==> src/rtl/video_feature_pkg.sv <==
// Behaviour
// - Writing 1 to white_balance_start starts balancing; reads 1 while running.
// - Writing 0 to white_balance_start is ignored and never aborts balancing.
// - white_balance_start reads 0 whenever balancing is not running.
// - gamma_enable 1 sends RGB video through the 256-entry gamma table.
// - luma_filter_disable 1 bypasses the luma peaking filter.
// - odd_field_blue_first picks blue or red for the odd field's first line.
// - even_field_blue_first picks blue or red for the even field's first line.
// - pixel_phase 1 makes the first pixel positive, 0 negative.
// - Outputs drive only when output enable bit and pin are both 1.
// - external_reference_select 1 takes timing from reference pins only.
// - external_reference_select 0 follows embedded EAV/SAV codes from the imager.
// - clip_relax 1 excludes only 00 and FF; 0 limits to BT.601 ranges.
// - red_balance_value scales red in R-Y, minimum 00h, maximum FFh.
// - During balancing the device adjusts red balance to minimise |R-Y|.
// - During balancing the device adjusts blue balance to minimise |B-Y|.
package video_feature_pkg;
    localparam logic [7:0] FEATURE_CONTROL_ADDR   = 8'h05;
    localparam logic [7:0] OPERATIONAL_CTRL_ADDR  = 8'h06;
    localparam logic [7:0] OPERATIONAL_CTRL2_ADDR = 8'h07;
    localparam logic [7:0] RED_BALANCE_ADDR       = 8'h08;
    localparam logic [7:0] BLUE_BALANCE_ADDR      = 8'h09;

    localparam int WB_START_BIT      = 1;
    localparam int GAMMA_BIT         = 2;
    localparam int LUMA_OFF_BIT      = 3;
    localparam int CHROMA_OFF_BIT    = 4;
    localparam int ODD_BLUE_BIT      = 0;
    localparam int EVEN_BLUE_BIT     = 1;
    localparam int PIXEL_PHASE_BIT   = 2;
    localparam int OUTPUT_ENABLE_BIT = 3;
    localparam int EXT_REF_BIT       = 4;
    localparam int CLIP_RELAX_BIT    = 6;
    localparam int FACTORY_TEST_BIT  = 7;

    localparam logic [7:0] FEATURE_STORE_MASK = 8'h1C;
    localparam logic [7:0] OPCTL_STORE_MASK   = 8'h1F;
    localparam logic [7:0] OPCTL2_STORE_MASK  = 8'hC0;

    localparam logic [7:0] FEATURE_RESET = 8'h00;
    localparam logic [7:0] OPCTL_RESET   = 8'h00;
    localparam logic [7:0] OPCTL2_RESET  = 8'h00;
    localparam logic [7:0] BALANCE_RESET = 8'h00;

    localparam logic [7:0] CODE_BLACK      = 8'h10;
    localparam logic [7:0] CODE_LUMA_MAX   = 8'hEB;
    localparam logic [7:0] CODE_CHROMA_MAX = 8'hF0;
    localparam logic [7:0] CODE_RELAX_MIN  = 8'h01;
    localparam logic [7:0] CODE_RELAX_MAX  = 8'hFE;
    localparam logic [7:0] CODE_FORBID_LO  = 8'h00;
    localparam logic [7:0] CODE_FORBID_HI  = 8'hFF;

    localparam logic [7:0] SYNC_PREAMBLE_FF = 8'hFF;
    localparam logic [7:0] SYNC_PREAMBLE_00 = 8'h00;
    localparam int XY_FIELD_BIT  = 6;
    localparam int XY_VBLANK_BIT = 5;
    localparam int XY_HBLANK_BIT = 4;

    localparam logic [7:0] BALANCE_MIN   = 8'h00;
    localparam logic [7:0] BALANCE_MAX   = 8'hFF;
    localparam logic [7:0] AWB_TOLERANCE = 8'h02;
    localparam logic [7:0] AWB_MAX_STEPS = 8'hFF;

    typedef enum logic [1:0] {
        AWB_IDLE    = 2'b00,
        AWB_MEASURE = 2'b01,
        AWB_SETTLE  = 2'b11
    } awb_state_e;
endpackage : video_feature_pkg

==> src/rtl/awb_if.sv <==
`timescale 1ns/1ps
interface awb_if;
    logic start;
    logic busy;
    logic red_up;
    logic red_down;
    logic blue_up;
    logic blue_down;
    modport engine (input start, output busy, output red_up,
                    output red_down, output blue_up, output blue_down);
    modport regs (output start, input busy, input red_up,
                  input red_down, input blue_up, input blue_down);
endinterface : awb_if

==> src/rtl/white_balance_engine.sv <==
`timescale 1ns/1ps
module white_balance_engine (
    input  wire logic              clock_i,
    input  wire logic              rst_i,
    awb_if.engine                  ctl,
    input  wire logic              measure_i,
    input  wire logic signed [7:0] r_minus_y_i,
    input  wire logic signed [7:0] b_minus_y_i,
    input  wire logic        [7:0] red_value_i,
    input  wire logic        [7:0] blue_value_i
);
    video_feature_pkg::awb_state_e state_reg;
    logic [7:0] steps_reg;
    logic [7:0] r_mag;
    logic [7:0] b_mag;
    logic       r_off;
    logic       b_off;

    function automatic logic [7:0] magnitude(input logic signed [7:0] x);
        magnitude = x[7] ? (~x + 8'h01) : x;
    endfunction : magnitude

    assign r_mag = magnitude(r_minus_y_i);
    assign b_mag = magnitude(b_minus_y_i);
    assign r_off = r_mag > video_feature_pkg::AWB_TOLERANCE;
    assign b_off = b_mag > video_feature_pkg::AWB_TOLERANCE;
    assign ctl.busy = state_reg != video_feature_pkg::AWB_IDLE;

    // One step per measurement keeps the loop stable on noisy fields
    always_ff @(posedge clock_i)
    begin
        if (rst_i)
        begin
            state_reg <= video_feature_pkg::AWB_IDLE;
            steps_reg <= 8'h00;
        end
        else
        begin
            case (state_reg)
                video_feature_pkg::AWB_IDLE:
                begin
                    steps_reg <= 8'h00;
                    if (ctl.start)
                        state_reg <= video_feature_pkg::AWB_MEASURE;
                end
                video_feature_pkg::AWB_MEASURE:
                begin
                    if (measure_i)
                    begin
                        steps_reg <= steps_reg + 8'h01;
                        if ((!r_off && !b_off) ||
                            steps_reg == video_feature_pkg::AWB_MAX_STEPS)
                            state_reg <= video_feature_pkg::AWB_IDLE;
                        else
                            state_reg <= video_feature_pkg::AWB_SETTLE;
                    end
                end
                default:
                    state_reg <= video_feature_pkg::AWB_MEASURE;
            endcase
        end
    end

    always_ff @(posedge clock_i)
    begin
        if (rst_i)
        begin
            ctl.red_up    <= 1'b0;
            ctl.red_down  <= 1'b0;
            ctl.blue_up   <= 1'b0;
            ctl.blue_down <= 1'b0;
        end
        else
        begin
            ctl.red_up    <= 1'b0;
            ctl.red_down  <= 1'b0;
            ctl.blue_up   <= 1'b0;
            ctl.blue_down <= 1'b0;
            if (state_reg == video_feature_pkg::AWB_MEASURE && measure_i)
            begin
                // Positive R-Y means too much red
                if (r_off && !r_minus_y_i[7] &&
                    red_value_i != video_feature_pkg::BALANCE_MIN)
                    ctl.red_down <= 1'b1;
                if (r_off && r_minus_y_i[7] &&
                    red_value_i != video_feature_pkg::BALANCE_MAX)
                    ctl.red_up <= 1'b1;
                if (b_off && !b_minus_y_i[7] &&
                    blue_value_i != video_feature_pkg::BALANCE_MIN)
                    ctl.blue_down <= 1'b1;
                if (b_off && b_minus_y_i[7] &&
                    blue_value_i != video_feature_pkg::BALANCE_MAX)
                    ctl.blue_up <= 1'b1;
            end
        end
    end

    property p_red_tracks;
        @(posedge clock_i) disable iff (rst_i)
        state_reg == video_feature_pkg::AWB_MEASURE && measure_i && r_off
            && !r_minus_y_i[7] && red_value_i != 8'h00 |=> ctl.red_down;
    endproperty
    a_red_tracks: assert property (p_red_tracks)
        else $error("red balance not lowered on positive R-Y");

    property p_blue_tracks;
        @(posedge clock_i) disable iff (rst_i)
        state_reg == video_feature_pkg::AWB_MEASURE && measure_i && b_off
            && b_minus_y_i[7] && blue_value_i != 8'hFF |=> ctl.blue_up;
    endproperty
    a_blue_tracks: assert property (p_blue_tracks)
        else $error("blue balance not raised on negative B-Y");
endmodule : white_balance_engine

==> src/rtl/video_feature_control_regs.sv <==
`timescale 1ns/1ps
module video_feature_control_regs (
    input  wire logic              clock_i,
    input  wire logic              rst_i,
    input  wire logic        [7:0] reg_addr_i,
    input  wire logic        [7:0] reg_wdata_i,
    input  wire logic              reg_write_i,
    input  wire logic              reg_read_i,
    output logic             [7:0] reg_rdata_o,
    output logic                   gamma_enable_o,
    output logic                   luma_filter_disable_o,
    output logic                   chroma_filter_disable_o,
    output logic                   first_line_blue_o,
    output logic                   pixel_phase_o,
    output logic             [7:0] red_balance_value_o,
    output logic             [7:0] blue_balance_value_o,
    input  wire logic        [7:0] imager_data_i,
    input  wire logic              horizontal_reference_input_i,
    input  wire logic              vertical_reference_input_i,
    input  wire logic              high_impedance_control_pin_i,
    output logic                   h_timing_o,
    output logic                   v_timing_o,
    output logic                   field_o,
    input  wire logic        [7:0] video_data_i,
    input  wire logic              video_is_chroma_i,
    output logic             [7:0] video_data_o,
    output logic                   video_data_oe_n_o,
    input  wire logic              measure_i,
    input  wire logic signed [7:0] r_minus_y_i,
    input  wire logic signed [7:0] b_minus_y_i
);
    logic [7:0] feature_reg;
    logic [7:0] opctl_reg;
    logic [7:0] opctl2_reg;
    logic [7:0] red_reg;
    logic [7:0] blue_reg;
    logic [2:0] pin_meta_reg;
    logic [2:0] pin_sync_reg;
    logic       vref_last_reg;
    logic       ext_field_reg;
    logic [7:0] hist0_reg;
    logic [7:0] hist1_reg;
    logic [7:0] hist2_reg;
    logic       emb_h_reg;
    logic       emb_v_reg;
    logic       emb_f_reg;
    logic       write_feature;
    logic       ext_ref;
    logic       h_ref_sync;
    logic       vref_sync;
    logic       hiz_sync;
    logic       sync_seen;

    awb_if awb ();

    white_balance_engine engine (
        .clock_i      (clock_i),
        .rst_i        (rst_i),
        .ctl          (awb.engine),
        .measure_i    (measure_i),
        .r_minus_y_i  (r_minus_y_i),
        .b_minus_y_i  (b_minus_y_i),
        .red_value_i  (red_reg),
        .blue_value_i (blue_reg)
    );

    function automatic logic hit(input logic [7:0] a, input logic [7:0] b);
        hit = a == b;
    endfunction : hit

    function automatic logic [7:0] limit(input logic [7:0] v,
                                         input logic [7:0] lo,
                                         input logic [7:0] hi);
        if (v < lo)
            limit = lo;
        else if (v > hi)
            limit = hi;
        else
            limit = v;
    endfunction : limit

    assign write_feature = reg_write_i &&
        hit(reg_addr_i, video_feature_pkg::FEATURE_CONTROL_ADDR);
    // A zero write never reaches the engine, so it cannot abort a run
    assign awb.start = write_feature && !awb.busy &&
        reg_wdata_i[video_feature_pkg::WB_START_BIT];

    // Store only documented bits; reserved stay zero
    always_ff @(posedge clock_i)
    begin
        if (rst_i)
        begin
            feature_reg <= video_feature_pkg::FEATURE_RESET;
            opctl_reg   <= video_feature_pkg::OPCTL_RESET;
            opctl2_reg  <= video_feature_pkg::OPCTL2_RESET;
        end
        else if (reg_write_i)
        begin
            if (write_feature)
                feature_reg <= reg_wdata_i &
                    video_feature_pkg::FEATURE_STORE_MASK;
            else if (hit(reg_addr_i, video_feature_pkg::OPERATIONAL_CTRL_ADDR))
                opctl_reg <= reg_wdata_i &
                    video_feature_pkg::OPCTL_STORE_MASK;
            else if (hit(reg_addr_i,
                         video_feature_pkg::OPERATIONAL_CTRL2_ADDR))
                opctl2_reg <= reg_wdata_i &
                    video_feature_pkg::OPCTL2_STORE_MASK;
        end
    end

    // Host write wins over an engine step in the same cycle
    always_ff @(posedge clock_i)
    begin
        if (rst_i)
            red_reg <= video_feature_pkg::BALANCE_RESET;
        else if (reg_write_i &&
                 hit(reg_addr_i, video_feature_pkg::RED_BALANCE_ADDR))
            red_reg <= reg_wdata_i;
        else if (awb.red_up)
            red_reg <= red_reg + 8'h01;
        else if (awb.red_down)
            red_reg <= red_reg - 8'h01;
    end

    always_ff @(posedge clock_i)
    begin
        if (rst_i)
            blue_reg <= video_feature_pkg::BALANCE_RESET;
        else if (reg_write_i &&
                 hit(reg_addr_i, video_feature_pkg::BLUE_BALANCE_ADDR))
            blue_reg <= reg_wdata_i;
        else if (awb.blue_up)
            blue_reg <= blue_reg + 8'h01;
        else if (awb.blue_down)
            blue_reg <= blue_reg - 8'h01;
    end

    always_ff @(posedge clock_i)
    begin
        if (rst_i)
            reg_rdata_o <= 8'h00;
        else if (reg_read_i)
        begin
            if (hit(reg_addr_i, video_feature_pkg::FEATURE_CONTROL_ADDR))
                reg_rdata_o <= feature_reg |
                    {6'h00, awb.busy, 1'b0};
            else if (hit(reg_addr_i, video_feature_pkg::OPERATIONAL_CTRL_ADDR))
                reg_rdata_o <= opctl_reg;
            else if (hit(reg_addr_i,
                         video_feature_pkg::OPERATIONAL_CTRL2_ADDR))
                reg_rdata_o <= opctl2_reg;
            else if (hit(reg_addr_i, video_feature_pkg::RED_BALANCE_ADDR))
                reg_rdata_o <= red_reg;
            else if (hit(reg_addr_i, video_feature_pkg::BLUE_BALANCE_ADDR))
                reg_rdata_o <= blue_reg;
            else
                reg_rdata_o <= 8'h00;
        end
    end

    assign gamma_enable_o =
        feature_reg[video_feature_pkg::GAMMA_BIT];
    assign luma_filter_disable_o =
        feature_reg[video_feature_pkg::LUMA_OFF_BIT];
    assign chroma_filter_disable_o =
        feature_reg[video_feature_pkg::CHROMA_OFF_BIT];
    assign pixel_phase_o =
        opctl_reg[video_feature_pkg::PIXEL_PHASE_BIT];
    assign first_line_blue_o = field_o ?
        opctl_reg[video_feature_pkg::EVEN_BLUE_BIT] :
        opctl_reg[video_feature_pkg::ODD_BLUE_BIT];
    assign red_balance_value_o  = red_reg;
    assign blue_balance_value_o = blue_reg;
    assign ext_ref = opctl_reg[video_feature_pkg::EXT_REF_BIT];

    // Pins cross into the clock domain: both references, high-impedance pin
    always_ff @(posedge clock_i)
    begin
        if (rst_i)
        begin
            pin_meta_reg <= 3'h0;
            pin_sync_reg <= 3'h0;
        end
        else
        begin
            pin_meta_reg <= {high_impedance_control_pin_i,
                             vertical_reference_input_i,
                             horizontal_reference_input_i};
            pin_sync_reg <= pin_meta_reg;
        end
    end
    assign h_ref_sync = pin_sync_reg[0];
    assign vref_sync = pin_sync_reg[1];
    assign hiz_sync  = pin_sync_reg[2];

    // Field from pins toggles on each vref rise
    always_ff @(posedge clock_i)
    begin
        if (rst_i)
        begin
            vref_last_reg <= 1'b0;
            ext_field_reg <= 1'b0;
        end
        else
        begin
            vref_last_reg <= vref_sync;
            if (vref_sync && !vref_last_reg)
                ext_field_reg <= !ext_field_reg;
        end
    end

    // Imager bus is synchronous to clock_i
    assign sync_seen =
        hit(hist2_reg, video_feature_pkg::SYNC_PREAMBLE_FF) &&
        hit(hist1_reg, video_feature_pkg::SYNC_PREAMBLE_00) &&
        hit(hist0_reg, video_feature_pkg::SYNC_PREAMBLE_00);

    always_ff @(posedge clock_i)
    begin
        if (rst_i)
        begin
            hist0_reg <= 8'h00;
            hist1_reg <= 8'h00;
            hist2_reg <= 8'h00;
            emb_h_reg <= 1'b0;
            emb_v_reg <= 1'b0;
            emb_f_reg <= 1'b0;
        end
        else
        begin
            hist0_reg <= imager_data_i;
            hist1_reg <= hist0_reg;
            hist2_reg <= hist1_reg;
            if (sync_seen)
            begin
                emb_h_reg <= imager_data_i[video_feature_pkg::XY_HBLANK_BIT];
                emb_v_reg <= imager_data_i[video_feature_pkg::XY_VBLANK_BIT];
                emb_f_reg <= imager_data_i[video_feature_pkg::XY_FIELD_BIT];
            end
        end
    end

    // Decoder state stays live so a mode switch needs no resync
    assign h_timing_o = ext_ref ? h_ref_sync : emb_h_reg;
    assign v_timing_o = ext_ref ? vref_sync : emb_v_reg;
    assign field_o    = ext_ref ? ext_field_reg : emb_f_reg;

    always_ff @(posedge clock_i)
    begin
        if (rst_i)
        begin
            video_data_o      <= 8'h00;
            video_data_oe_n_o <= 1'b1;
        end
        else
        begin
            video_data_oe_n_o <= !(hiz_sync &&
                opctl_reg[video_feature_pkg::OUTPUT_ENABLE_BIT]);
            if (opctl2_reg[video_feature_pkg::CLIP_RELAX_BIT])
                video_data_o <= limit(video_data_i,
                    video_feature_pkg::CODE_RELAX_MIN,
                    video_feature_pkg::CODE_RELAX_MAX);
            else
                video_data_o <= limit(video_data_i,
                    video_feature_pkg::CODE_BLACK,
                    video_is_chroma_i ? video_feature_pkg::CODE_CHROMA_MAX :
                    video_feature_pkg::CODE_LUMA_MAX);
        end
    end

    property p_start_runs;
        @(posedge clock_i) disable iff (rst_i)
        write_feature && reg_wdata_i[1] && !awb.busy |=> awb.busy;
    endproperty
    a_start_runs: assert property (p_start_runs)
        else $error("balancing did not start on write of 1");

    property p_zero_ignored;
        @(posedge clock_i) disable iff (rst_i)
        write_feature && !reg_wdata_i[1] && !awb.busy |=> !awb.busy;
    endproperty
    a_zero_ignored: assert property (p_zero_ignored)
        else $error("write of 0 started balancing");

    property p_idle_reads_zero;
        @(posedge clock_i) disable iff (rst_i)
        reg_read_i && reg_addr_i == 8'h05 && !awb.busy |=> !reg_rdata_o[1];
    endproperty
    a_idle_reads_zero: assert property (p_idle_reads_zero)
        else $error("start bit read 1 while idle");

    property p_hiz_gate;
        @(posedge clock_i) disable iff (rst_i)
        !opctl_reg[3] || !pin_sync_reg[2] |=> video_data_oe_n_o;
    endproperty
    a_hiz_gate: assert property (p_hiz_gate)
        else $error("outputs driven without both enables");

    property p_relax_codes;
        @(posedge clock_i) disable iff (rst_i)
        opctl2_reg[6] |=> video_data_o != 8'h00 && video_data_o != 8'hFF;
    endproperty
    a_relax_codes: assert property (p_relax_codes)
        else $error("forbidden code on output");

    property p_luma_range;
        @(posedge clock_i) disable iff (rst_i)
        // Reset leaves the output at 00; skip the edge that releases it
        !rst_i && !opctl2_reg[6] && !video_is_chroma_i |=>
            video_data_o >= 8'h10 && video_data_o <= 8'hEB;
    endproperty
    a_luma_range: assert property (p_luma_range)
        else $error("luma outside standard range");

    property p_embedded_h;
        @(posedge clock_i) disable iff (rst_i)
        !ext_ref && sync_seen ##1 !ext_ref |-> h_timing_o == $past(
            imager_data_i[4]);
    endproperty
    a_embedded_h: assert property (p_embedded_h)
        else $error("embedded timing code not followed");

    property p_ext_ignores_codes;
        @(posedge clock_i) disable iff (rst_i)
        ext_ref |->
            h_timing_o == $past(horizontal_reference_input_i, 2) &&
            v_timing_o == $past(vertical_reference_input_i, 2);
    endproperty
    a_ext_ignores_codes: assert property (p_ext_ignores_codes)
        else $error("timing not taken from reference pins");

    property p_reserved_zero;
        @(posedge clock_i) disable iff (rst_i)
        reg_read_i && reg_addr_i == 8'h07 |=> reg_rdata_o[5:0] == 6'h00;
    endproperty
    a_reserved_zero: assert property (p_reserved_zero)
        else $error("reserved bits read nonzero");

    property p_red_write;
        @(posedge clock_i) disable iff (rst_i)
        reg_write_i && reg_addr_i == 8'h08 |=> red_reg == $past(reg_wdata_i);
    endproperty
    a_red_write: assert property (p_red_write)
        else $error("red balance write lost");
endmodule : video_feature_control_regs

==> config.mk <==
export PLATFORM = sky130hd
export DESIGN_NAME = video_feature_control_regs
export DESIGN_NICKNAME = d
export VERILOG_FILES = /design/src/rtl/video_feature_pkg.sv /design/src/rtl/awb_if.sv /design/src/rtl/white_balance_engine.sv /design/src/rtl/video_feature_control_regs.sv
export SDC_FILE = /design/constraint.sdc
export NUM_CORES = 1
export LEC_CHECK = 0
export BUFFER_PORTS_ARGS = -buffer_cell sky130_fd_sc_hd__buf_2
export CAP_MARGIN = 15
export CORE_ASPECT_RATIO = 1.4
export CORE_UTILIZATION = 55
export DETAILED_ROUTE_END_ITERATION = 8
export GPL_ROUTABILITY_DRIVEN = 1
export HOLD_SLACK_MARGIN = 0.12
export PLACE_DENSITY = 0.77
export SKIP_LAST_GASP = 1
export SYNTH_ARGS = -nofsm -noshare
export SYNTH_HDL_FRONTEND = slang
export SYNTH_HIERARCHICAL = 1
export SYNTH_SLANG_ARGS = --single-unit
==> constraint.sdc <==
create_clock -name clock_i -period 2.7 [get_ports clock_i]
set_input_delay 0.54 -clock clock_i [delete_from_list [all_inputs] [get_ports clock_i]]
set_output_delay 0.54 -clock clock_i [all_outputs]
set_load 0.01 [all_outputs]
Word level (Yosys, flattened, before mapping)
Cells that the tools add are included.

Magnitude comparators: 6. Mux-type cells: 33. Add/subtract/negate cells: 7. Equal/unequal tests: 12. Reduce and logical (&&, ||, !) cells: 43. Bitwise logic cells: 6.

Operator list (count): $mux W8 (19); $add A8 B1 Y8 const B (5); $eq A8 B3 Y1 const B (3); $logic_and A1 B1 Y1 (19); $eq A8 B4 Y1 const B (2); $eq A8 B8 Y1 const B (2); $gt A8 B2 Y1 const B (2); $logic_not A8 Y1 (2); $ne A8 B8 Y1 const B (2); $not A8 Y8 (2); $pmux W8 S2 (1); $reduce_bool A8 Y1 (2); $sub A8 B1 Y8 const B (2); $gt A8 B8 Y1 (1); $gt A8 B8 Y1 const B (1); $logic_not A1 Y1 (8); $lt A8 B1 Y1 const B (1); $lt A8 B5 Y1 const B (1); $mux W1 (8); $mux W2 (3); $reduce_and A2 Y1 (3); $reduce_bool A3 Y1 (2); $mux W5 (1); $or A5 B2 Y5 (1); 10 further kinds (14).

Output and inout bits: 41. Register bits after elaboration: 92. Word-level logic and storage cells: 131.

Logic depth before layout (Yosys ltp)
Gate-level depths: netlist of the first run.

Depth after elaboration: 10. Mapped depth: 9. Gate-level depth less buffers: 8.

By module
The synthesis of the first run kept the hierarchy.

Modules (own cells, without submodules): video_feature_control_regs (seq. area each 1561.5 sq um, cells an instance 429, area each 3891.2 sq um, instances 1); white_balance_engine (seq. area each 280.3 sq um, cells an instance 108, area each 860.8 sq um, instances 1).

Worst setup path after synthesis of the first run
No wires, ideal clock.

Kind: input port to flip-flop. Start: input port reg_addr_i[5]. End: register engine.state_reg[0]. Setup slack: 0.405 ns. Path buffers: 1. Arrival time: 2.209 ns. Stages on the path: 9. Data required time: 2.614 ns. Path through: nor4_4 buf_6 nand3_2 nor3_4 and3b_1 or2_1 a21o_1 and4b_1 a211oi_1.

Cells in the longest elaborated chain, start to end: 6.

RTL lines: start: declaration (RTL line video_feature_control_regs.sv:5) `input wire logic [7:0] reg_addr_i,`; $eq A8 B3 Y1 (RTL line video_feature_control_regs.sv:68) `hit = a == b;`; $logic_and A1 B1 Y1 (RTL line video_feature_control_regs.sv:82) `assign write_feature = reg_write_i &&`; $logic_and A1 B1 Y1 (2 in series) (RTL line video_feature_control_regs.sv:85) `assign awb.start = write_feature && !awb.busy &&`; named net awb.start (RTL line awb_if.sv:3) `logic start;`; $ne A2 B2 Y1 (no source line); $reduce_and A2 Y1 (no source line); end signal: assignment (RTL line white_balance_engine.sv:53) `state_reg <= video_feature_pkg::AWB_IDLE;`; end signal: assignment (RTL line white_balance_engine.sv:55) `state_reg <= video_feature_pkg::AWB_SETTLE;`; end signal: assignment (RTL line white_balance_engine.sv:59) `state_reg <= video_feature_pkg::AWB_MEASURE;`; end: declaration (RTL line white_balance_engine.sv:12) `video_feature_pkg::awb_state_e state_reg;`.

The timed path passes the listed nets, and every way through them passes these cells. A chain may end at the register's enable or synchronous reset.

Worst setup path after layout of the first run
Start: register engine.ctl.red_up. End: register red_reg[7], in the netlist red_balance_value_o[7].

Cells in the longest elaborated chain, start to end: 2. Elaborated cells on any way between the ends: 3. Classes of those cells: mux (2); reduce/logical (1).

RTL lines: start: declaration (RTL line awb_if.sv:9) `modport engine (input start, output busy, output red_up,`; start signal: assignment (RTL line white_balance_engine.sv:68) `ctl.red_up <= 1'b0;`; start signal: assignment (RTL line white_balance_engine.sv:75) `ctl.red_up <= 1'b0;`; start signal: assignment (RTL line white_balance_engine.sv:87) `ctl.red_up <= 1'b1;`; $mux W8 (RTL line video_feature_control_regs.sv:120) `else if (awb.red_up)`; $mux W8 (RTL line video_feature_control_regs.sv:117) `else if (reg_write_i &&`; end signal: assignment (RTL line video_feature_control_regs.sv:116) `red_reg <= video_feature_pkg::BALANCE_RESET;`; end signal: assignment (RTL line video_feature_control_regs.sv:119) `red_reg <= reg_wdata_i;`; end signal: assignment (RTL line video_feature_control_regs.sv:121) `red_reg <= red_reg + 8'h01;`; end: declaration (RTL line video_feature_control_regs.sv:35) `logic [7:0] red_reg;`.

Several ways; a longest one is shown, not always the timed one.

==> results.py, run 1 <==
metrics = {
    "synthesis": {
        "async_reset_ff_frac": 0,
        "fraction_of_the_yosys_area_taken_by_sequential_cells": 0.388,
        "synth-edff-count": 0,
        "synth_unique_cells": 70,
        "netlist_top_cells_area": "sky130_fd_sc_hd__dfxtp_1, sky130_fd_sc_hd__nor2b_1, sky130_fd_sc_hd__ha_1, sky130_fd_sc_hd__nand2_1, sky130_fd_sc_hd__nor2_1",
        "yosys.area.top_type_share": 0.388,
        "synth_top_cell_by_area": "sky130_fd_sc_hd__dfxtp_1",
        "synthTopCellsByCount": "sky130_fd_sc_hd__dfxtp_1, sky130_fd_sc_hd__nand2_1, sky130_fd_sc_hd__nor2_1",
        "mapped_cells": 537,
        "postSynthRegisterBits": 92,
        "yosys_warnings": 6,
        "yosysMostFrequentCell": "sky130_fd_sc_hd__dfxtp_1",
        "synth_fp_nets": 615,
        "dominantRegCellSynth": "sky130_fd_sc_hd__dfxtp_1",
        "syn_area_sq_mm": 0.00475,
        "average_size_of_a_mapped_cell_sq_um": 8.85,
    },
    "min_path": {
        "worst_hold_startpoint": "pin_sync_reg[2]",
        "hp-class": "flop to flop",
    },
    "detailed_routing": {
        "detail_route.wl_per_cell_um": 15.9,
        "routed_via_density": 5.96,
        "totalWireLength_um": 11700,
        "drtAntennaViolNets": 0,
        "first_iteration_detailed_routing_drc_count": 143,
        "num_vias": 4400,
        "post-route-drc-count": 0,
        "drt_first_pass_iters": 4,
    },
    "floorplan": {
        "floorplan.die.width_um": 80.6,
        "floorplan.core_area_sq_mm": 0.00825,
        "design.die.area_sq_mm": 0.00902,
        "std_cell_rows": 39,
        "ios": 98,
        "initial_core_util": 0.576,
        "die_extent_in_y_um": 112,
    },
    "clocking": {
        "clkLatencyLatePin_ns": 0.34,
        "clk_pin_slew_ns": 0.07,
        "cts.root.buffer_cell": "sky130_fd_sc_hd__clkbuf_16",
        "cts.htree.levels": 3,
        "post_cts_sizing_count": 0,
        "tritoncts_num_sinks": 92,
        "max-clock-path-buffers": 2,
        "cts_inserted_buffers": 9,
        "tritoncts": "built",
        "hold_buffers": 0,
        "postCtsSetupRepairBufs": 0,
    },
    "placement": {
        "routabilityCongestion": 0.885,
        "detailed_place_hpwl_um": 8860,
        "io_buffer_count": 97,
    },
    "sta": {
        "worst-slew-pin-transition_ns": 0.744,
        "layout_min_cycle_time_ns": 2.35,
        "setup_viol_count_final": 0,
        "unrepaired_setup_endpoints_after_global_routing": "false",
        "headroom_to_the_max_slew_limit": 0.502,
        "final-max-slew-violation-count": 0,
        "post-route-period-util": 0.869,
        "setup_tns_ns": 0,
        "clock-skew-final_ns": 0.00629,
        "fmax_mhz": 426,
        "final_hold_viol_count": 0,
    },
    "global_route": {
        "grt_antenna_before_repair": 0,
        "grt_remaining_overflow": 0,
        "track_usage": 0.275,
        "largest_net_degree_at_the_start_of_global_routing": 45,
        "grt_first_pass_wirelength_um": 19300,
        "number_of_global_route_vias_before_repair": 4219,
    },
    "layout": {
        "sequential_cell_area_sq_mm": 0.00184,
        "antenna-diode-count": 0,
        "multi_input_area_sq_mm": 0.00277,
        "fin_util": 0.681,
        "nFillCells": 668,
        "layout-drive-gt1-share": 0.220,
        "area_growth_pct": 18.2,
        "finish.net_count": 709,
    },
    "critical_path": {
        "startpoint_type_of_the_worst_setup_path": "flop",
        "rr_startpoint": "engine/ctl.red_up",
        "critPathRequiredTime_ns": 2.99,
        "worstSetupEndpointType": "flop",
        "startpoint": "engine/ctl.red_up",
        "worstPathArrival_ns": 2.64,
        "worst_path_max_fanout": 8,
        "critical_path_class": "flop to flop",
    },
    "status": {
        "run_status": "finished, final reports clean",
    },
    "power": {
        "leakage_nw": 2.49,
        "p_per_area_mw_per_mm2": 518,
        "irDropWorstVdd_mv": 0.535,
    },
    "run": {
        "max_cap_viol_count": 0,
    },
}
==> final cells by class <==
class,count,share of cell area
clock inverters,7,0.0123
clock buffers,9,0.0401
repair buffers,105,0.0971
flip-flops and latches,92,0.328
inverters,11,0.00735
well taps,102,0.0227
multi-input cells,412,0.493
==> power breakdown <==
| group | switching [mW] | total (mW) | internal (mW) |
|---|---|---|---|
| sequential | 0.0165 | 1.40 | 1.39 |
| combinational | 0.160 | 0.278 | 0.118 |
| clock | 0.576 | 1.22 | 0.648 |
==> cell families after synthesis <==
group / share of synthesized area
AO/OA/AOI/OAI: 0.180
XOR/XNOR: 0.0184
adder cells (fa/ha/maj): 0.0585
buffers and inverters: 0.0303
flip-flops: 0.388
multiplexers: 0.0534
AND/OR/NAND/NOR: 0.272
==> routing by layer <==
metal | share of wire | vias to the layer above | track usage
met5 | 0 | - | 0
met4 | 0.037 | 0 | 0.144
met2 | 0.51 | 129 | 0.473
li1 | - | 2156 | -
met1 | 0.40 | 2082 | 0.315
met3 | 0.052 | 33 | 0.0508
==> critical path, stage by stage, from the launching register on <==
cell,delay (ns)
sky130_fd_sc_hd__dfxtp_1,0.38
sky130_fd_sc_hd__inv_1,0.17
sky130_fd_sc_hd__ha_1,0.33
sky130_fd_sc_hd__a211oi_1,0.37
sky130_fd_sc_hd__nor4b_1,0.14
sky130_fd_sc_hd__o31a_1,0.31
sky130_fd_sc_hd__or4_1,0.51
sky130_fd_sc_hd__nand3_1,0.08
==> layout by cell type (no fill, tap or decap), types with 12 or more instances in the layout <==
master	count
sky130_fd_sc_hd__dfxtp_1	92
sky130_fd_sc_hd__o21ai_0	21
sky130_fd_sc_hd__mux2i_1	16
sky130_fd_sc_hd__nor2b_1	45
sky130_fd_sc_hd__a21oi_1	29
sky130_fd_sc_hd__nor3_1	12
sky130_fd_sc_hd__ha_1	19
sky130_fd_sc_hd__nor2_1	47
sky130_fd_sc_hd__buf_2	97
sky130_fd_sc_hd__nand2_1	56
==> per-stage QoR <==
step / setup slack (ns) / total power [mW] / hold slack [ns] / cells / instance area [sq um]
floorplan: 0.405 / 1.60 / 0.366 / 537 / 4750
global placement: 0.476 / 1.70 / 0.373 / 722 / 5320
detailed placement: 0.400 / 1.71 / 0.377 / 722 / 5320
CTS: 0.399 / 2.93 / 0.393 / 738 / 5620
global route: 0.179 / 3.03 / 0.397 / 738 / 5620
finish: 0.354 / 2.91 / 0.388 / 738 / 5620
==> final timing paths <==
check                                              end  slack (ns)  cells after the start
worst max-delay path            red_balance_value_o[7]        0.35                      7
worst min-delay path                 video_data_oe_n_o        0.39                      1
worst max register to register  red_balance_value_o[7]        0.35                      7
worst min register to register       video_data_oe_n_o        0.39                      1
(Power assumes the default switching activity.)
==> inputs of run 2 (changes only) <==
--- a/config.mk
+++ b/config.mk
@@ -5,15 +5,15 @@
 export SDC_FILE = /design/constraint.sdc
 export NUM_CORES = 1
 export LEC_CHECK = 0
-export BUFFER_PORTS_ARGS = -buffer_cell sky130_fd_sc_hd__buf_2
+export BUFFER_PORTS_ARGS = -buffer_cell sky130_fd_sc_hd__buf_4
 export CAP_MARGIN = 15
 export CORE_ASPECT_RATIO = 1.4
+export CORE_MARGIN = 2
 export CORE_UTILIZATION = 55
 export DETAILED_ROUTE_END_ITERATION = 8
 export GPL_ROUTABILITY_DRIVEN = 1
 export HOLD_SLACK_MARGIN = 0.12
 export PLACE_DENSITY = 0.77
-export SKIP_LAST_GASP = 1
 export SYNTH_ARGS = -nofsm -noshare
 export SYNTH_HDL_FRONTEND = slang
 export SYNTH_HIERARCHICAL = 1
==> results.py, run 2 (synthesis results as in run 1) <==
metrics = {
    "critical_path": {
        "worstSetupEndpointType": "flop",
        "worstPathArrival_ns": 2.58,
        "worst_path_max_fanout": 8,
        "critical_path.max_stage_delay_ns": 0.49,
        "worst-r2r-setup-slack_ns": 0.41,
        "timing.critical_path.cells": "inv_1 -> ha_1 -> o21ai_0 -> nor4b_1 -> nor4_1 -> or4_1 -> nand3_1",
        "highest_delay_cell_along_the_critical_path": "sky130_fd_sc_hd__or4_1",
        "startpoint_type_of_the_worst_setup_path": "flop",
        "critical_path_class": "flop to flop",
        "critPathRequiredTime_ns": 2.99,
    },
    "global_route": {
        "track_usage": 0.265,
        "number_of_global_route_vias_before_repair": 4215,
        "top_usage_layer_grt": "met2",
        "grt_first_pass_wirelength_um": 19400,
        "gr_met3_demand_resource": 0.0443,
        "grt_util_met2": 0.467,
        "grt_antenna_before_repair": 0,
        "groute.layer.met1.usage": 0.304,
        "grt_remaining_overflow": 0,
        "largest_net_degree_at_the_start_of_global_routing": 45,
    },
    "sta": {
        "clock-skew-final_ns": 0.00821,
        "unrepaired_setup_endpoints_after_global_routing": "false",
        "final_hold_viol_count": 0,
        "setup_viol_count_final": 0,
        "setup_tns_ns": 0,
        "headroom_to_the_max_slew_limit": 0.536,
        "final-max-slew-violation-count": 0,
        "post-route-period-util": 0.847,
        "fmax_mhz": 437,
        "worst-slew-pin-transition_ns": 0.693,
        "layout_min_cycle_time_ns": 2.29,
    },
    "status": {
        "run_status": "finished, final reports clean",
    },
    "placement": {
        "io_buffer_count": 97,
        "routabilityCongestion": 0.868,
        "detailed_place_hpwl_um": 9090,
        "place_area_sq_mm": 0.00554,
    },
    "detailed_routing": {
        "totalWireLength_um": 12100,
        "post-route-drc-count": 0,
        "first_iteration_detailed_routing_drc_count": 206,
        "detail_route.wl_per_cell_um": 16.4,
        "num_vias": 4312,
        "drt_first_pass_iters": 4,
        "routed_via_density": 5.85,
        "drtAntennaViolNets": 0,
    },
    "layout": {
        "layout-drive-gt1-share": 0.215,
        "finish.net_count": 705,
        "finalInstanceArea_sq_mm": 0.00584,
        "layout_commonest_cell": "sky130_fd_sc_hd__buf_4",
        "area_growth_pct": 23.0,
        "layout.cells.most_common_list": "sky130_fd_sc_hd__buf_4, sky130_fd_sc_hd__dfxtp_1, sky130_fd_sc_hd__nand2_1",
        "antenna-diode-count": 0,
        "nFillCells": 672,
    },
    "clocking": {
        "postCtsSetupRepairBufs": 0,
        "post_cts_sizing_count": 0,
        "cts.htree.levels": 3,
        "cts_inserted_buffers": 9,
        "tritoncts": "built",
        "max-clock-path-buffers": 2,
        "clkLatencyLatePin_ns": 0.35,
        "clk_pin_slew_ns": 0.07,
        "cts.root.buffer_cell": "sky130_fd_sc_hd__clkbuf_16",
        "hold_buffers": 0,
        "tritoncts_num_sinks": 92,
    },
    "power": {
        "irDropWorstVdd_mv": 0.523,
        "leakage_nw": 2.52,
        "p_per_area_mw_per_mm2": 508,
    },
    "min_path": {
        "hp-class": "flop to flop",
    },
    "floorplan": {
        "std_cell_rows": 40,
        "initial_core_util": 0.559,
        "design.die.area_sq_mm": 0.00941,
        "floorplan.die.width_um": 82.6,
        "floorplan.core_area_sq_mm": 0.00851,
        "ios": 98,
        "die_extent_in_y_um": 114,
    },
    "run": {
        "max_cap_viol_count": 0,
    },
}
-- run 2: cell count changes in the layout (fill, tap and decap cells not counted), sizes merged --
cell  before  now
buf      105  101
-- run 2: layout make-up --
class / count / area (sq um) / area share
multi-input cells: 412 / 2770 / 0.473
repair buffers: 101 / 758 / 0.130
flip-flops and latches: 92 / 1840 / 0.315
well taps: 105 / 131 / 0.0225
clock buffers: 9 / 225 / 0.0385
clock inverters: 7 / 80.1 / 0.0137
inverters: 11 / 41.3 / 0.00706
-- run 2: report_power, final --
part           internal, mW  switching [mW]
registers              1.39          0.0176
logic                 0.144           0.160
clock network         0.658           0.601
total                  2.19           0.778
-- run 2: final timing paths --
path,to,startpoint,cells after the start
max,red_balance_value_o[7],engine/ctl.red_up,7
min,video_data_oe_n_o,pin_sync_reg[2],1
max reg2reg,red_balance_value_o[7],engine/ctl.red_up,7
min reg2reg,video_data_oe_n_o,pin_sync_reg[2],1
-- run 2: per-layer routing --
layer	up-vias	wire, um
li1	2152	-
met4	0	308
met1	2010	5030
met3	24	563
met5	-	0
met2	126	6190
-- run 2: critical path: cells and delay by family, from the launching register on --
family | cells | cell delay (ns)
compound gates | 1 | 0.14
simple gates | 4 | 1.14
fa+ha+maj | 1 | 0.41
flops | 1 | 0.37
buf+inv | 1 | 0.17
-- run 2: stage by stage --
stage | total power, mW | hold WS, ns | worst slack, ns | util | std cells
3_3_place_gp | 1.73 | 0.375 | 0.462 | 0.651 | 721
3_5_place_dp | 1.74 | 0.377 | 0.399 | 0.651 | 721
5_1_grt | 3.08 | 0.399 | 0.196 | 0.687 | 737
4_1_cts | 2.98 | 0.392 | 0.425 | 0.687 | 737
6_report | 2.97 | 0.391 | 0.412 | 0.687 | 737
2_1_floorplan | 1.60 | 0.366 | 0.405 | - | 537
